## src/host_port_map.vh

```
`ifndef HOST_PORT_MAP_VH
`define HOST_PORT_MAP_VH
// Access select field encodings (two bits)
`define SEL_CONTROL 2'h0
`define SEL_DATA_AUTO 2'h1
`define SEL_ADDRESS 2'h2
`define SEL_DATA_FIXED 2'h3
// Clock period in ns (20 MHz)
`define CLK_PERIOD_NS 50
// Least lead of data before ready, in ns: two periods less six
`define DATA_LEAD_NS ((2 * `CLK_PERIOD_NS) - 6)
// Lead in cycles, rounded up, at least one
`define DATA_LEAD_CYC ((`DATA_LEAD_NS + `CLK_PERIOD_NS - 1) / `CLK_PERIOD_NS)
// Least strobe low and high width, in clock periods
`define STROBE_MIN_PERIODS 4
// Reset value of the busy line
`define BUSY_RESET 1'b0
`endif

```

## src/host_port_ready_handshake.v

```verilog
`timescale 1ns/1ns
`include "host_port_map.vh"

// Functional notes
// - Strobe is XNOR of data strobes, OR select
// - Busy held low while chip select high
// - Busy high at select if work pending
// - First-half data read requests word, busy until loaded
// - Busy high after second half of a write or an auto read
// - Other accesses leave busy unchanged
// - Control and address accesses leave busy alone
// - Drive data bus only while strobe low
// - Data valid before busy falls, lead kept
module host_port_ready_handshake #(
	parameter WIDTH = 16,
	parameter DEPTH = 16,
	parameter AW = 4
) (
	// Clock and reset
	input wire SYS_CLK,
	input wire RST_B,
	// Host control pins
	input wire HOST_CHIP_SELECT_N,
	input wire DATA_STROBE_ONE_N,
	input wire DATA_STROBE_TWO_N,
	input wire HOST_READ_WRITE,
	input wire HALFWORD_SELECT,
	input wire [1:0] ACCESS_SELECT_FIELD,
	// Host data bus, split three ways
	input wire [WIDTH-1:0] HOST_DATA_IN,
	output reg [WIDTH-1:0] HOST_DATA_OUT,
	output reg HOST_DATA_OE,
	// Ready/busy toward host
	output reg HOST_BUSY_FLAG,
	// Auxiliary channel read request and answer
	output reg AUX_READ_REQ,
	input wire AUX_READ_DONE,
	input wire [2*WIDTH-1:0] AUX_READ_WORD,
	// Written words toward the auxiliary channel
	output reg AUX_WRITE_VALID,
	input wire AUX_WRITE_READY,
	output reg [2*WIDTH-1:0] AUX_WRITE_WORD
);
	// Two-stage synchronisers for control pins
	reg [6:0] sync_a; // First stage, read only by second stage
	reg [6:0] sync_b; // Second stage, safe to use
	wire cs_n = sync_b[0];
	wire ds1_n = sync_b[1];
	wire ds2_n = sync_b[2];
	wire rnw = sync_b[3];
	wire half2 = sync_b[4];
	wire [1:0] sel = sync_b[6:5];
	wire strobe_n; // Combined host strobe, active low
	reg strobe_q; // Previous strobe value
	wire strobe_fall;
	wire strobe_rise;

	// Internal work state
	localparam ST_IDLE = 2'h0;
	localparam ST_FETCH = 2'h1; // Waiting for auxiliary read word
	localparam ST_LEAD = 2'h2; // Data on bus, holding busy for lead
	reg [1:0] state;
	reg pending; // Earlier transfer still being completed
	reg [2*WIDTH-1:0] data_word; // Data register contents
	reg [WIDTH-1:0] low_half; // First half of a write
	reg [1:0] lead_cnt; // Lead counter
	reg fifo_valid;
	wire fifo_ready;
	wire out_valid;
	wire [2*WIDTH-1:0] out_data;

	// True for data register selects, decoded in several places
	function is_data;
		input [1:0] s;
		begin
			is_data = (s == `SEL_DATA_AUTO) || (s == `SEL_DATA_FIXED);
		end
	endfunction

	assign strobe_n = ~(ds1_n ^ ds2_n) | cs_n;
	assign strobe_fall = strobe_q & ~strobe_n;
	assign strobe_rise = ~strobe_q & strobe_n;

	// Synchronise asynchronous host pins
	always @(posedge SYS_CLK or negedge RST_B) begin
		if (!RST_B) begin
			sync_a <= 7'h7f;
			sync_b <= 7'h7f;
			strobe_q <= 1'b1;
		end else begin
			sync_a <= {ACCESS_SELECT_FIELD, HALFWORD_SELECT, HOST_READ_WRITE,
				DATA_STROBE_TWO_N, DATA_STROBE_ONE_N, HOST_CHIP_SELECT_N};
			sync_b <= sync_a;
			strobe_q <= strobe_n;
		end
	end

	// Main handshake; host is relied on to wait for busy low and
	// keep four-period strobe widths so no edge is missed here
	always @(posedge SYS_CLK or negedge RST_B) begin
		if (!RST_B) begin
			state <= ST_IDLE;
			pending <= 1'b0;
			data_word <= {(2*WIDTH){1'b0}};
			low_half <= {WIDTH{1'b0}};
			lead_cnt <= 2'h0;
			fifo_valid <= 1'b0;
			AUX_READ_REQ <= 1'b0;
			HOST_BUSY_FLAG <= `BUSY_RESET;
			HOST_DATA_OUT <= {WIDTH{1'b0}};
			HOST_DATA_OE <= 1'b0;
		end else begin
			AUX_READ_REQ <= 1'b0;
			if (fifo_valid && fifo_ready) begin
				fifo_valid <= 1'b0;
				pending <= 1'b0;
			end
			// Drive bus while strobe low on reads, release on rise
			if (strobe_rise || cs_n) begin
				HOST_DATA_OE <= 1'b0;
			end
			case (state)
				ST_IDLE: begin
					if (strobe_fall && rnw && is_data(sel) && !half2 && !pending) begin
						AUX_READ_REQ <= 1'b1;
						state <= ST_FETCH;
					end else if (strobe_fall && rnw) begin
						// Control, address, second half or read while pending: data straight out
						HOST_DATA_OUT <= (sel == `SEL_CONTROL || sel == `SEL_ADDRESS) ?
							{WIDTH{1'b0}} : (half2 ? data_word[2*WIDTH-1:WIDTH] :
							data_word[WIDTH-1:0]);
						HOST_DATA_OE <= 1'b1;
					end
					if (strobe_fall && !rnw && is_data(sel) && !half2) begin
						low_half <= HOST_DATA_IN;
					end
					// Second half rising edge of a write or auto read starts internal completion
					if (strobe_rise && is_data(sel) && half2) begin
						if (!rnw) begin
							data_word <= {HOST_DATA_IN, low_half};
							fifo_valid <= 1'b1;
							pending <= 1'b1;
						end else if (sel == `SEL_DATA_AUTO) begin
							AUX_READ_REQ <= 1'b1;
							pending <= 1'b1;
						end
					end
				end
				ST_FETCH: begin
					if (AUX_READ_DONE) begin
						data_word <= AUX_READ_WORD;
						HOST_DATA_OUT <= AUX_READ_WORD[WIDTH-1:0];
						HOST_DATA_OE <= 1'b1;
						lead_cnt <= 2'h0;
						state <= ST_LEAD;
					end
				end
				ST_LEAD: begin
					lead_cnt <= lead_cnt + 2'h1;
					if (lead_cnt == `DATA_LEAD_CYC - 1) begin
						state <= ST_IDLE;
					end
				end
				default: begin
					state <= ST_IDLE;
				end
			endcase
			// Prefetch for auto read finishes completion
			if (state == ST_IDLE && pending && rnw && AUX_READ_DONE) begin
				data_word <= AUX_READ_WORD;
				pending <= 1'b0;
			end
			// Busy output; control and address accesses add no term
			if (cs_n) begin
				HOST_BUSY_FLAG <= 1'b0;
			end else if (state != ST_IDLE) begin
				HOST_BUSY_FLAG <= 1'b1;
			end else if (strobe_fall && rnw && is_data(sel) && !half2 && !pending) begin
				HOST_BUSY_FLAG <= 1'b1;
			end else begin
				HOST_BUSY_FLAG <= pending;
			end
		end
	end

	// Written words leave through the FIFO
	word_fifo #(.WIDTH(2*WIDTH), .DEPTH(DEPTH), .AW(AW)) write_fifo (
		.clk(SYS_CLK),
		.rst_b(RST_B),
		.in_valid(fifo_valid),
		.in_ready(fifo_ready),
		.in_data(data_word),
		.out_valid(out_valid),
		.out_ready(AUX_WRITE_READY | ~AUX_WRITE_VALID),
		.out_data(out_data)
	);

	// Register the FIFO output so the port comes from a flip-flop
	always @(posedge SYS_CLK or negedge RST_B) begin
		if (!RST_B) begin
			AUX_WRITE_VALID <= 1'b0;
			AUX_WRITE_WORD <= {(2*WIDTH){1'b0}};
		end else if (AUX_WRITE_READY | ~AUX_WRITE_VALID) begin
			AUX_WRITE_VALID <= out_valid;
			AUX_WRITE_WORD <= out_data;
		end
	end
endmodule

```

## src/word_fifo.v

```verilog
`timescale 1ns/1ns
// Small synchronous FIFO, valid and ready on both sides
module word_fifo #(
	parameter WIDTH = 32,
	parameter DEPTH = 16,
	parameter AW = 4
) (
	// Clock and reset
	input wire clk,
	input wire rst_b,
	// Fill side
	input wire in_valid,
	output wire in_ready,
	input wire [WIDTH-1:0] in_data,
	// Drain side
	output wire out_valid,
	input wire out_ready,
	output wire [WIDTH-1:0] out_data
);
	reg [WIDTH-1:0] mem [0:DEPTH-1]; // Storage array
	reg [AW-1:0] wr_ptr; // Write index
	reg [AW-1:0] rd_ptr; // Read index
	reg [AW:0] count; // Words held
	wire push;
	wire pop;

	assign in_ready = (count != DEPTH[AW:0]);
	assign out_valid = (count != {(AW+1){1'b0}});
	assign out_data = mem[rd_ptr];
	assign push = in_valid & in_ready;
	assign pop = out_valid & out_ready;

	// Storage write, no reset needed for data
	always @(posedge clk) begin
		if (push) begin
			mem[wr_ptr] <= in_data;
		end
	end

	// Pointers and occupancy
	always @(posedge clk or negedge rst_b) begin
		if (!rst_b) begin
			wr_ptr <= {AW{1'b0}};
			rd_ptr <= {AW{1'b0}};
			count <= {(AW+1){1'b0}};
		end else begin
			if (push) begin
				wr_ptr <= (wr_ptr == DEPTH[AW-1:0] - 1'b1) ? {AW{1'b0}} : wr_ptr + 1'b1;
			end
			if (pop) begin
				rd_ptr <= (rd_ptr == DEPTH[AW-1:0] - 1'b1) ? {AW{1'b0}} : rd_ptr + 1'b1;
			end
			if (push && !pop) begin
				count <= count + 1'b1;
			end else if (pop && !push) begin
				count <= count - 1'b1;
			end
		end
	end
endmodule

```

## config.mk

```make
export PLATFORM = sky130hd
export DESIGN_NAME = host_port_ready_handshake
export DESIGN_NICKNAME = d
export VERILOG_FILES = /design/src/host_port_ready_handshake.v /design/src/word_fifo.v
export VERILOG_INCLUDE_DIRS = /design/src /design/src/src
export SDC_FILE = /design/constraint.sdc
export NUM_CORES = 1
export LEC_CHECK = 0
export ABC_AREA = 1
export ABC_CLOCK_PERIOD_IN_PS = 3400
export BUFFER_PORTS_ARGS = -buffer_cell sky130_fd_sc_hd__buf_2
export CAP_MARGIN = 20
export CORE_MARGIN = 3
export CORE_UTILIZATION = 46
export CTS_CLUSTER_DIAMETER = 40
export DETAILED_ROUTE_END_ITERATION = 6
export GPL_TIMING_DRIVEN = 0
export PLACE_DENSITY = 0.6
export SKIP_CTS_REPAIR_TIMING = 1
export SYNTH_ARGS = -nofsm -noshare
export SYNTH_HDL_FRONTEND = slang
export SYNTH_SLANG_ARGS = --single-unit
```

## constraint.sdc

```tcl
create_clock -name SYS_CLK -period 3.4 [get_ports SYS_CLK]
set_input_delay 0.68 -clock SYS_CLK [delete_from_list [all_inputs] [get_ports SYS_CLK]]
set_output_delay 0.68 -clock SYS_CLK [all_outputs]
set_load 0.05 [all_outputs]
```

==> flow_summary_export.csv <==
group,metric,value,unit
global_route,grt_pass1_wl,115000,um
critical_path,r2r_start,"write_fifo.count[1]",
global_route,grt_pass1_vias,18426,
flow_run,maxCapViolCount,0,
placement,io_buffers,110,
global_route,overflow,0,
power,power_density,936,nW/um^2
sta,fin_skew,0.0239,ns
die,die-area,60700,um^2
global_route,grt_max_degree,73,
final_layout,drive_above_1_share,15.3,%
sta,timing.final.crit_share,76.5,%
logic_synthesis,syn_nets,2489,
die,core,56700,um^2
sta,fin_crit,2.60,ns
final_layout,nFillCells,4817,
logic_synthesis,synth-simple-area-share,19.3,%
clock_tree,clk_latency,0.63,ns
final_layout,fin_cells,3466,
logic_synthesis,synthMuxAreaShare,0,%
sta,fmax,385,MHz
outcome,status,"finished clean",
hold_path,hold_path.class,"primary input to async pin",
critical_path,critPathLaunch,"write_fifo.count[1]",
die,fp-row-count,87,
power,clkPwrFrac,31.7,%
power,power_leakage,12.5,nW
placement,pre_cts_ws,0.355,ns
logic_synthesis,ys.flop_type,"edfxtp_1",
power,peakVddDrop,741,uV
logic_synthesis,yosysMostFrequentCell,"nand2_1",
route,dr.first_iter.drc_count,1652,
logic_synthesis,async_flop_share,20.7,%
clock_tree,clock_path_buffers,3,
logic_synthesis,netlist_instances,2419,
critical_path,r2r-end,"write_fifo.count[4]",
route,vias_per_cell,5.40,
logic_synthesis,synth_fa_ha_area_share,0.546,%
logic_synthesis,yosys.area_share.xor_xnor,0.132,%
clock_tree,clk_pin_slew,0.06,ns
clock_tree,cts-root-buf,"clkbuf_16",
final_layout,nets,2705,
critical_path,crit_fanout,10,
placement,place_area,28600,um^2
die,num_io_pins,111,
die,start_util,46.8,%
sta,finalWorstSetupSlack,0.800,ns
critical_path,critPathArrivalTime,3.16,ns
route,post-route-drc-count,0,
placement,place.gp.congestion,0.912,
clock_tree,cts_made_buffers,87,
final_layout,syn_to_final_growth,19.1,%
placement,numPlacedInstances,3302,
critical_path,startpoint_type,"flop",
critical_path,crit_type,"flop to flop",
global_route,grt_usage,25.6,%
clock_tree,numClockSinks,646,
sta,fin_tns_setup,0,ns
logic_synthesis,synth.cell_area,26600,um^2
logic_synthesis,yosys.area.top_type_share,57.9,%
final_layout,diodes,0,
sta,hold_violations,0,
power,pwr-share-seq,39.1,%
logic_synthesis,synth_top_family_by_area,"simple AND/OR/NAND/NOR gates",
route,vias,18733,
route,wl_per_cell,22.1,um
logic_synthesis,synth_edf_count,512,
power,sw_frac_of_total,38.4,%
clock_tree,cts_tree,"built",
logic_synthesis,synth_seq_cells,646,
route,ant_nets,0,
sta,maxSlewViolCount,0,
logic_synthesis,ys.warnings.count,0,
power,intPower,18.3,mW
sta,rsz0062_at_grt,"false",
logic_synthesis,synth.largest_area_cell,"edfxtp_1",
die,die_width,246,um
sta,setup_viol,0,
logic_synthesis,ys_top_cells_by_count,"nand2_1, edfxtp_1, nor2_1",
sta,worst_hold_slack,0.104,ns
die,die_h,246,um
power,p_sw,11.4,mW
logic_synthesis,synth.avg_cell_area,11.0,um^2
logic_synthesis,synth_cell_types,38,
critical_path,rrSetupSlack,0.80,ns
logic_synthesis,ys_seq_area_share,70.6,%
sta,max_slew_margin,32.5,%
final_layout,regArea,18700,um^2
global_route,antenna_found_initial,1,
final_layout,stdcell_area,31600,um^2
final_layout,multi_input_area,6960,um^2
clock_tree,htreeDepth,3,
critical_path,end_kind,"flop",
sta,worstMarginPinSlew,1.01,ns
critical_path,r2r_cells,12,
route,drt-pass1-iter-count,5,
power,comb_power_share,29.1,%
route,routed_wl,76800,um
critical_path,required,3.96,ns
logic_synthesis,synth-compound-area-share,5.76,%
placement,dp_hpwl,52500,um
logic_synthesis,synthTopCellsByArea,"edfxtp_1, dfrtp_1, nand2_1, nand3_1, nor2_1",
==> power by group through the flow <==
stage                     registers (mW)  clock network (mW)  logic, mW
final                               11.6                9.41       8.63
after global placement              11.7                   0       8.49
after CTS                           11.6                9.51       8.64
after detailed placement            11.7                   0       8.61
after floorplan                     12.0                   0       4.72
after global routing                11.7                9.87       9.47
==> state kept, by name, indices dropped and copies added (netlist names), 2 cells and up <==
register / cells
data_word: 32
AUX_WRITE_WORD: 32
sync_b: 7
write_fifo.mem: 512
HOST_DATA_OUT: 16
low_half: 16
write_fifo.rd_ptr: 4
write_fifo.wr_ptr: 4
sync_a: 7
lead_cnt: 2
state: 2
write_fifo.count: 5
==> area by class of cell <==
cell class / instances / share of cell area [%]
Inverter: 73 / 0.874
Timing Repair Buffer: 127 / 3.07
Sequential cell: 646 / 59.2
Clock inverter: 66 / 2.41
Multi-Input combinational cell: 1567 / 22.0
Clock buffer: 98 / 7.21
Buffer: 133 / 2.22
Tap cell: 756 / 2.99
==> metrics by stage <==
| stage | power (mW) | utilization, % |
|---|---|---|
| 2_1_floorplan | 16.7 | - |
| 3_3_place_gp | 20.2 | 49.5 |
| 3_5_place_dp | 20.3 | 50.4 |
| 4_1_cts | 29.7 | 55.8 |
| 5_1_grt | 31.1 | 55.8 |
| 6_report | 29.6 | 55.8 |
==> worst max path at each step <==
stage	end
after global routing	write_fifo.count[4]
final	write_fifo.count[4]
after detailed placement	write_fifo.count[4]
after global placement	write_fifo.mem[13][30]
after CTS	write_fifo.count[4]
after floorplan	write_fifo.mem[11][0]
==> worst max-delay path, cell delays in order (launching register included) <==
cell and delay (ns):
dfrtp_1 0.42, nor2_1 0.18, nand3_1 0.11, o21ai_2 0.46
ha_1 0.29, inv_1 0.11, fa_1 0.40, nand2_1 0.09
nand2_1 0.05, a21oi_1 0.16, xor2_1 0.16, nand2_1 0.06
nand2_1 0.05
==> per-layer routing <==
metal	up-vias	track usage, %	share of wire, %
met5	-	0	0
met4	0	9.03	3.0
met3	140	3.73	6.9
met2	769	44.1	50
met1	9079	33.2	40
li1	8745	-	-
==> layout by cell type, fill, tap and decap left out, types with 3 or more instances in the layout <==
cell / n
a21oi_1: 70
buf_1: 9
buf_12: 7
buf_16: 10
buf_2: 157
buf_4: 13
buf_6: 12
bufinv_16: 11
clkbuf_1: 58
clkbuf_16: 89
clkinv_1: 10
clkinv_2: 12
clkinv_4: 6
clkinvlp_4: 7
dfrtp_1: 119
dfstp_2: 15
edfxtp_1: 512
ha_1: 10
inv_1: 64
inv_2: 6
inv_6: 13
inv_8: 4
nand2_1: 606
nand2_2: 4
nand3_1: 265
nand4_1: 5
nor2_1: 336
nor2_4: 17
o21ai_0: 195
o21ai_1: 9
o22ai_1: 17
or2_2: 16
xor2_1: 3
==> cells by family (layout without fill, tap and decap cells) <==
family	count (synthesis)	after routing
buffers and inverters	206	497
xor gates and xnor gates	4	4
DFF	646	646
adders and majority gates	11	11
AOI/OAI and AO/OA	297	297
and+or+nand+nor	1255	1255
Power figures use the tool's default switching activity.
